<file path="src/rtl/sbc_mode_cfg.svh">
// Constants for the operating-mode and interrupt controller.
// Assumes a 200 MHz device clock.
`ifndef SBC_MODE_CFG_SVH
`define SBC_MODE_CFG_SVH

`define CLK_PERIOD_PS         5000
`define RESET_HOLD_US         1000
`define NORM_REQ_TIMEOUT_US   150000
`define RESET_HOLD_CYCLES     ((`RESET_HOLD_US * 1000000 + `CLK_PERIOD_PS - 1) / `CLK_PERIOD_PS)
`define NORM_REQ_CYCLES       ((`NORM_REQ_TIMEOUT_US * 1000000) / `CLK_PERIOD_PS)
`define TIMER_W               25
`define MODE_SEL_NORMAL       2'h0
`define MODE_SEL_STOP         2'h1
`define MODE_SEL_SLEEP        2'h2
`define IRQ_SRC_W             8
`define IRQ_UNDERVOLT         0
`define IRQ_OVERVOLT          1
`define IRQ_TEMP_WARN         2
`define IRQ_BUS_OVERTEMP      3
`define IRQ_BUS_STUCK         4
`define IRQ_BUS_RX_SHORT      5
`define IRQ_HS_OVERTEMP       6
`define IRQ_LS_OVERTEMP       7
`define IRQ_BUS_MASK          8'h38

`endif

</file>
<file path="src/rtl/sbc_mode_pkg.sv">
// Types for the operating-mode and interrupt controller.
// Assumes sbc_mode_cfg.svh is on the include path.
`include "sbc_mode_cfg.svh"

package sbc_mode_pkg;

	typedef enum logic [2:0] {
		st_reset      = 3'h0,
		st_normal_req = 3'h1,
		st_normal     = 3'h2,
		st_stop       = 3'h3,
		st_sleep      = 3'h4
	} op_mode_t;

	typedef struct packed {
		logic       high_side_switch;
		logic       pwm_high_side;
		logic [1:0] low_side_switches;
		logic [1:0] pwm_low_side;
		logic       cyclic_sense;
	} switch_cfg_t;

	typedef struct packed {
		logic       high_side_switch;
		logic [1:0] low_side_switches;
		logic       analog_mux_enable;
		logic       wake_inputs_enable;
		logic       bus_tx_enable;
		logic       bus_rx_enable;
		logic       regulator_on;
		logic       regulator_full;
	} mode_outputs_t;

endpackage

</file>
<file path="src/rtl/sbc_mode_and_irq_control.sv">
// Operating-mode sequencer and interrupt line of the system basis chip.
// Assumes SPI decoding elsewhere: mode writes, status reads and source
// reads arrive as one-cycle pulses on clk; fault levels come from pins.
`timescale 1ns/1ps
`default_nettype none
`include "sbc_mode_cfg.svh"

module sbc_mode_and_irq_control
	import sbc_mode_pkg::*;
(
	// Clock and reset
	input  wire logic                    clk,
	input  wire logic                    reset,
	// Pins from outside
	input  wire logic                    watchdog_config_grounded,
	input  wire logic                    watchdog_config_open,
	input  wire logic                    regulator_low,
	input  wire logic                    ext_reset_low,
	input  wire logic                    pwm_input_pin,
	input  wire logic                    chip_select_rise,
	input  wire logic                    wake_event,
	input  wire logic                    cyclic_tick,
	input  wire logic [`IRQ_SRC_W-1:0]   fault_level,
	// SPI side
	input  wire logic                    mode_write,
	input  wire logic [1:0]              mode_select_bits,
	input  wire logic                    timing_write,
	input  wire logic                    watchdog_fail,
	input  wire logic                    watchdog_clear_early,
	input  wire logic                    status_read,
	input  wire logic                    wake_source_read,
	input  wire logic [`IRQ_SRC_W-1:0]   interrupt_mask_reg,
	input  wire switch_cfg_t             switch_cfg,
	// Outputs
	output logic                         reset_out_low,
	output logic                         irq_low,
	output op_mode_t                     mode,
	output mode_outputs_t                outs,
	output logic [`IRQ_SRC_W-1:0]        interrupt_source_reg,
	output logic                         wake_pending,
	output logic                         battery_fail_flag,
	output logic                         bus_driver_enable
);

	////////////////////////////////////////////////////////////////////////
	// Pin synchronisers, generated per bit
	localparam int SYNC_W = `IRQ_SRC_W + 8;
	logic [SYNC_W-1:0] sync_a;
	logic [SYNC_W-1:0] sync_b;
	wire  [SYNC_W-1:0] raw_pins = {fault_level, watchdog_config_grounded,
		watchdog_config_open, regulator_low, ext_reset_low, pwm_input_pin,
		chip_select_rise, wake_event, cyclic_tick};

	genvar gi;
	generate
		for (gi = 0; gi < SYNC_W; gi++) begin : g_sync
			always_ff @(posedge clk) begin
				if (reset) begin
					sync_a[gi] <= 1'b0;
					sync_b[gi] <= 1'b0;
				end else begin
					sync_a[gi] <= raw_pins[gi];
					sync_b[gi] <= sync_a[gi];
				end
			end
		end
	endgenerate

	wire [`IRQ_SRC_W-1:0] faults = sync_b[SYNC_W-1:8];
	wire wd_grounded = sync_b[7];
	wire wd_open     = sync_b[6];
	wire reg_low     = sync_b[5];
	wire ext_rst     = sync_b[4];
	wire pwm_in      = sync_b[3];
	wire cs_rise     = sync_b[2];
	wire wake_in     = sync_b[1];
	wire cyc_tick    = sync_b[0];

	////////////////////////////////////////////////////////////////////////
	// Mode sequencer
	op_mode_t next_mode;
	logic [`TIMER_W-1:0] timer;
	logic [`TIMER_W-1:0] next_timer;
	logic wd_grounded_latched;
	logic from_sleep;

	wire hold_src = reg_low || ext_rst;
	wire normal_cmd = mode_write && (mode_select_bits == `MODE_SEL_NORMAL);
	wire stop_cmd   = mode_write && (mode_select_bits == `MODE_SEL_STOP);
	wire sleep_cmd  = mode_write && (mode_select_bits == `MODE_SEL_SLEEP);
	wire wd_bad     = watchdog_fail || watchdog_clear_early;
	wire hold_done  = (timer >= `TIMER_W'(`RESET_HOLD_CYCLES - 1));
	wire nreq_done  = (timer >= `TIMER_W'(`NORM_REQ_CYCLES - 1));
	wire stop_wake  = wake_in || cs_rise;
	wire wake_irq_ok = wake_in && !cs_rise;

	always_comb begin
		next_mode  = mode;
		next_timer = (timer == {`TIMER_W{1'b1}}) ? timer : timer + 1'b1;
		case (mode)
			st_reset: begin
				if (hold_src) begin
					next_timer = '0;
				end else if (hold_done) begin
					next_timer = '0;
					next_mode  = wd_grounded_latched ? st_normal
						: st_normal_req;
				end
			end
			st_normal_req: begin
				if (hold_src || wd_bad) begin
					next_mode = st_reset;
				end else if (normal_cmd && !wd_open) begin
					next_mode = st_normal;
				end else if (nreq_done) begin
					next_mode = wd_open ? st_normal : st_reset;
				end
			end
			st_normal: begin
				if (hold_src || wd_bad) begin
					next_mode = st_reset;
				end else if (sleep_cmd) begin
					next_mode = st_sleep;
				end else if (stop_cmd) begin
					next_mode = st_stop;
				end
			end
			st_stop: begin
				if (reg_low) begin
					next_mode = st_reset;
				end else if (stop_wake || ext_rst) begin
					next_mode = wd_grounded_latched ? st_normal
						: st_normal_req;
				end
			end
			st_sleep: begin
				if (wake_in) begin
					next_mode = st_reset;
				end
			end
			default: next_mode = st_reset;
		endcase
		if (next_mode != mode) begin
			next_timer = '0;
		end
	end

	always_ff @(posedge clk) begin
		if (reset) begin
			mode   <= st_reset;
			timer  <= '0;
			from_sleep <= 1'b0;
		end else begin
			mode   <= next_mode;
			timer  <= next_timer;
			if (mode == st_sleep && next_mode == st_reset) begin
				from_sleep <= 1'b1;
			end else if (status_read) begin
				from_sleep <= 1'b0;
			end
		end
	end

	// Strap caught only in reset mode, after release
	always_ff @(posedge clk) begin
		if (reset) begin
			wd_grounded_latched <= 1'b0;
		end else if (mode == st_reset) begin
			wd_grounded_latched <= wd_grounded;
		end
	end

	////////////////////////////////////////////////////////////////////////
	// Function gating per mode
	wire in_run  = (mode == st_normal) || (mode == st_normal_req);
	wire low_pwr = (mode == st_stop) || (mode == st_sleep);
	// Outputs follow the mode being entered, so they switch with mode
	wire nm_run  = (next_mode == st_normal) || (next_mode == st_normal_req);
	wire nm_low  = (next_mode == st_stop) || (next_mode == st_sleep);
	wire hs_req  = switch_cfg.high_side_switch &&
		(!switch_cfg.pwm_high_side || pwm_in);
	wire [1:0] ls_req = switch_cfg.low_side_switches &
		(~switch_cfg.pwm_low_side | {2{pwm_in}});
	wire cyc_hs  = nm_low && switch_cfg.cyclic_sense && cyc_tick;
	logic bus_fault_hold;
	wire bus_fault_now = |(faults & `IRQ_BUS_MASK);

	mode_outputs_t next_outs;
	always_comb begin
		next_outs = '0;
		next_outs.high_side_switch  = (nm_run && hs_req) || cyc_hs;
		next_outs.low_side_switches = nm_run ? ls_req : 2'h0;
		next_outs.analog_mux_enable = nm_run;
		next_outs.wake_inputs_enable = nm_low;
		next_outs.bus_tx_enable = (next_mode == st_normal)
			&& !bus_fault_hold;
		next_outs.bus_rx_enable = (next_mode != st_reset);
		next_outs.regulator_on = (next_mode != st_sleep);
		next_outs.regulator_full = nm_run
			|| (next_mode == st_reset);
	end

	////////////////////////////////////////////////////////////////////////
	// Interrupt sources and line
	wire irq_allowed = (in_run || mode == st_stop) && !hold_src;
	wire [`IRQ_SRC_W-1:0] src_set = in_run ? (faults & ~interrupt_mask_reg)
		: '0;
	wire stop_wake_set = (mode == st_stop) && wake_irq_ok;
	// Sources held back by a pending wake still raise the line later
	wire irq_pending = (|src_set) || stop_wake_set
		|| ((|interrupt_source_reg) && !status_read);

	always_ff @(posedge clk) begin
		if (reset) begin
			interrupt_source_reg <= '0;
			wake_pending <= 1'b0;
			irq_low <= 1'b1;
			bus_fault_hold <= 1'b0;
		end else begin
			// Set wins over clear
			interrupt_source_reg <= src_set |
				(status_read ? '0 : interrupt_source_reg);
			wake_pending <= stop_wake_set ||
				(wake_pending && !wake_source_read);
			if (irq_allowed && irq_pending && !wake_pending) begin
				irq_low <= 1'b0;
			end else if (status_read || !irq_allowed) begin
				irq_low <= 1'b1;
			end
			if (bus_fault_now) begin
				bus_fault_hold <= 1'b1;
			end else if (status_read) begin
				bus_fault_hold <= 1'b0;
			end
		end
	end

	////////////////////////////////////////////////////////////////////////
	// Registered outputs
	always_ff @(posedge clk) begin
		if (reset) begin
			reset_out_low <= 1'b1;
			outs <= '0;
			battery_fail_flag <= 1'b1;
			bus_driver_enable <= 1'b0;
		end else begin
			reset_out_low <= (next_mode != st_reset);
			outs <= next_outs;
			bus_driver_enable <= next_outs.bus_tx_enable;
			if (from_sleep || status_read) begin
				battery_fail_flag <= 1'b0;
			end
		end
	end

endmodule

`default_nettype wire

</file>
<file path="config.mk">
export PLATFORM = sky130hd
export DESIGN_NAME = sbc_mode_and_irq_control
export DESIGN_NICKNAME = d
export VERILOG_FILES = /design/src/rtl/sbc_mode_pkg.sv /design/src/rtl/sbc_mode_and_irq_control.sv
export VERILOG_INCLUDE_DIRS = /design/src /design/src/rtl
export SDC_FILE = /design/constraint.sdc
export NUM_CORES = 1
export LEC_CHECK = 0
export BUFFER_PORTS_ARGS = -buffer_cell sky130_fd_sc_hd__buf_2
export CAP_MARGIN = 25
export CORE_MARGIN = 1
export CORE_UTILIZATION = 45
export DETAILED_ROUTE_END_ITERATION = 10
export HOLD_SLACK_MARGIN = 0.03
export PLACE_DENSITY = 0.68
export SLEW_MARGIN = 10
export SYNTH_ARGS = -nofsm -noshare
export SYNTH_HDL_FRONTEND = slang
export SYNTH_SLANG_ARGS = --single-unit
</file>
<file path="constraint.sdc">
create_clock -name clk -period 6 [get_ports clk]
set_clock_uncertainty 0.2 [all_clocks]
set_input_delay 0.9 -clock clk [delete_from_list [all_inputs] [get_ports clk]]
set_output_delay 0.9 -clock clk [all_outputs]
set_load 0.02 [all_outputs]
</file>
==> flow_metrics.env <==
export IMPL_slew_viol_final=0
export IMPL_globalplace_congestion=0.826
export IMPL_vias=2686
export IMPL_reg2reg_to="timer[10]"
export IMPL_start_util_pct=47.2
export IMPL_die_h_um=89.9
export IMPL_final_nets=481
export IMPL_dp_hpwl_um=4670
export IMPL_fin_tns_setup_ns=0
export IMPL_cts_root_buf="clkbuf_8"
export IMPL_reg_top3="timer x25, sync_a x16"
export IMPL_setup_viol=0
export IMPL_end_kind="flip-flop"
export IMPL_die_x_um=89.9
export IMPL_ys_flop_type="dfxtp_1"
export IMPL_vias_per_cell=4.96
export IMPL_min_path_type="flip-flop to flip-flop"
export IMPL_cts_clk_slew_worst_paths_ns=0.10
export IMPL_diodes=0
export IMPL_gr_total_overflow=0
export IMPL_fp_coreArea_um2=7370
export IMPL_crit_reg2reg_launch="timer[0]"
export IMPL_ios=66
export IMPL_finalHoldViolCount=0
export IMPL_grt_pass1_vias=2447
export IMPL_grt_start_max_net_pins=56
export IMPL_largest_reg_flops=25
export IMPL_wirelength_um=6650
export IMPL_drt_first_pass_iters=4
export IMPL_reg2reg_depth=9
export IMPL_peakVddDrop_uv=138
export IMPL_synthArstFlopShare_pct=0
export IMPL_ys_types=55
export IMPL_min_from="bus_fault_hold"
export IMPL_synth_cells=378
export IMPL_slowest_stage="o311ai_4"
export IMPL_hold_end="bus_driver_enable"
export IMPL_clk_latency_ns=0.36
export IMPL_routedWlPerCell_um=12.3
export IMPL_cts_buffers=9
export IMPL_cts_tree="done"
export IMPL_critPathKind="flip-flop to flip-flop"
export IMPL_p_per_area_nw_per_um2=253
export IMPL_cp_start_kind="flip-flop"
export IMPL_final_period_utilization_pct=47.2
export IMPL_cp_data_arrival_time_ns=2.88
export IMPL_cts_max_level=3
export IMPL_hold_buffers=0
export IMPL_drc=0
export IMPL_whs_path_depth=1
export IMPL_max_stage_delay_ns=0.55
export IMPL_layout_min_cycle_time_ns=2.83
export IMPL_synth_seq_cells=84
export IMPL_synth_edf_count=0
export IMPL_crit_fanout=13
export IMPL_clockBufferDepth=2
export IMPL_status="complete, no violations"
export IMPL_final_util_pct=54.9
export IMPL_final_cell_mix="dfxtp_1, buf_2, nor2_1"
export IMPL_ys_warn_count=0
export IMPL_layout_drive_gt1_share_pct=21.4
export IMPL_grt_usage_pct=17.6
export IMPL_rsz0062_at_grt="no"
export IMPL_top_register="timer"
export IMPL_syn_to_final_growth_pct=16.5
export IMPL_reg2reg_setup_slack_ns=3.17
export IMPL_synth_area_um2=3480
export IMPL_port_buffers=64
export IMPL_grt_pass1_wl_um=11300
export IMPL_holdWs_ns=0.225
export IMPL_cts_setup_buffers=0
export IMPL_rows=31
export IMPL_antenna_found_initial=0
export IMPL_dieArea_um2=8080
export IMPL_cellLeakagePower_nw=1.57
export IMPL_synth_area_per_cell_um2=9.20
export IMPL_final_common_cell="dfxtp_1"
export IMPL_crit_chain="ha_1 > a21oi_1 > o21ai_1 > nand4_1 > a2111oi_2 > nor3_1 > o311ai_4 > buf_6 > nor2_1"
export IMPL_drtIter0Drc=163
export IMPL_max_freq_ghz=0.353
export IMPL_seq_area_frac_synth_pct=48.4
export IMPL_total_power_w=0.00103
export IMPL_slew_headroom_pct=56.5
export IMPL_cap_violations=0
export IMPL_cp_required_ns=6.05
export IMPL_max_slew_worst_pin_slew_ns=0.643
export IMPL_antenna_left=0
export IMPL_synth_fp_nets=421
export IMPL_cts_sinks=84
export IMPL_cts_resized=0
==> critical path, delay by kind of cell, from the launching register on <==
family                   cells  cell delay, ns
AO/OA/AOI/OAI                4            1.17
buffers and inverters        1            0.24
adder cells (fa/ha/maj)      1            0.31
AND/OR/NAND/NOR              3            0.39
flip-flops                   1            0.41
==> through the flow <==
| stage | instance area, µm² | cells | setup slack, ns |
|---|---|---|---|
| finish | 4050 | 542 | 3.17 |
| floorplan | 3480 | 378 | 3.36 |
| global route | 4050 | 542 | 2.88 |
| global placement | 3830 | 525 | 2.83 |
| CTS | 4040 | 541 | 2.99 |
| detailed placement | 3830 | 525 | 2.77 |
==> layer usage <==
| layer | up-vias | share of wire [%] | track usage [%] |
|---|---|---|---|
| li1 | 1408 | - | - |
| met1 | 1193 | 50 | 24.2 |
| met2 | 72 | 42 | 25.3 |
| met3 | 13 | 5.1 | 4.48 |
| met4 | 0 | 2.5 | 9.14 |
| met5 | - | 0 | 0 |
==> cell families (layout without fill, tap and decap cells) <==
logic type | count (synthesis) | after routing | synth area share (%)
adder cells (fa/ha/maj) | 2 | 2 | 0.720
XOR/XNOR | 25 | 25 | 6.30
AND/OR/NAND/NOR | 196 | 196 | 31.0
buffers and inverters | 25 | 90 | 3.53
multiplexers | 1 | 1 | 0.288
AO/OA/AOI/OAI | 45 | 45 | 9.83
flip-flops | 84 | 84 | 48.4
==> report_power, final <==
group          internal (W)  switching, W
clock              0.000164      0.000228
combinational     0.0000259     0.0000294
sequential         0.000571    0.00000614
==> final cells by class <==
type	count	area [µm²]
Clock inverter	7	78.8
Sequential cell	84	1680
Clock buffer	9	124
Fill cell	702	3320
Tap cell	99	124
Timing Repair Buffer	66	339
Inverter	8	30.0
Multi-Input combinational cell	269	1670
==> synth_stat cells, drive strengths merged, types with 7 or more instances <==
cell type   n  share of area, %
xor2       12               3.0
nand2      29               3.1
nand3      18               2.9
nor3       12               2.1
clkbuf      9               1.0
dfxtp      84                48
or3         7               1.4
buf         8               1.7
nand4       7               1.3
xnor2      13               3.3
nor2       50               5.5
nand2b      8               1.4
inv         7              0.76
nor2b      36               6.5
a21oi      17               2.4
==> worst max-delay path by stage <==
stage	startpoint	end	slack (ns)	depth (start not counted)
6_report	timer[0]	timer[10]	3.17	9
5_1_grt	timer[0]	timer[14]	2.88	9
4_1_cts	timer[0]	timer[24]	2.99	8
3_5_place_dp	mode_select_bits[0]	timer[3]	2.77	5
3_3_place_gp	mode_select_bits[0]	timer[24]	2.83	5
2_1_floorplan	mode_select_bits[0]	outs[8]	3.36	5
Note: power is estimated with default switching activity, not from simulation.
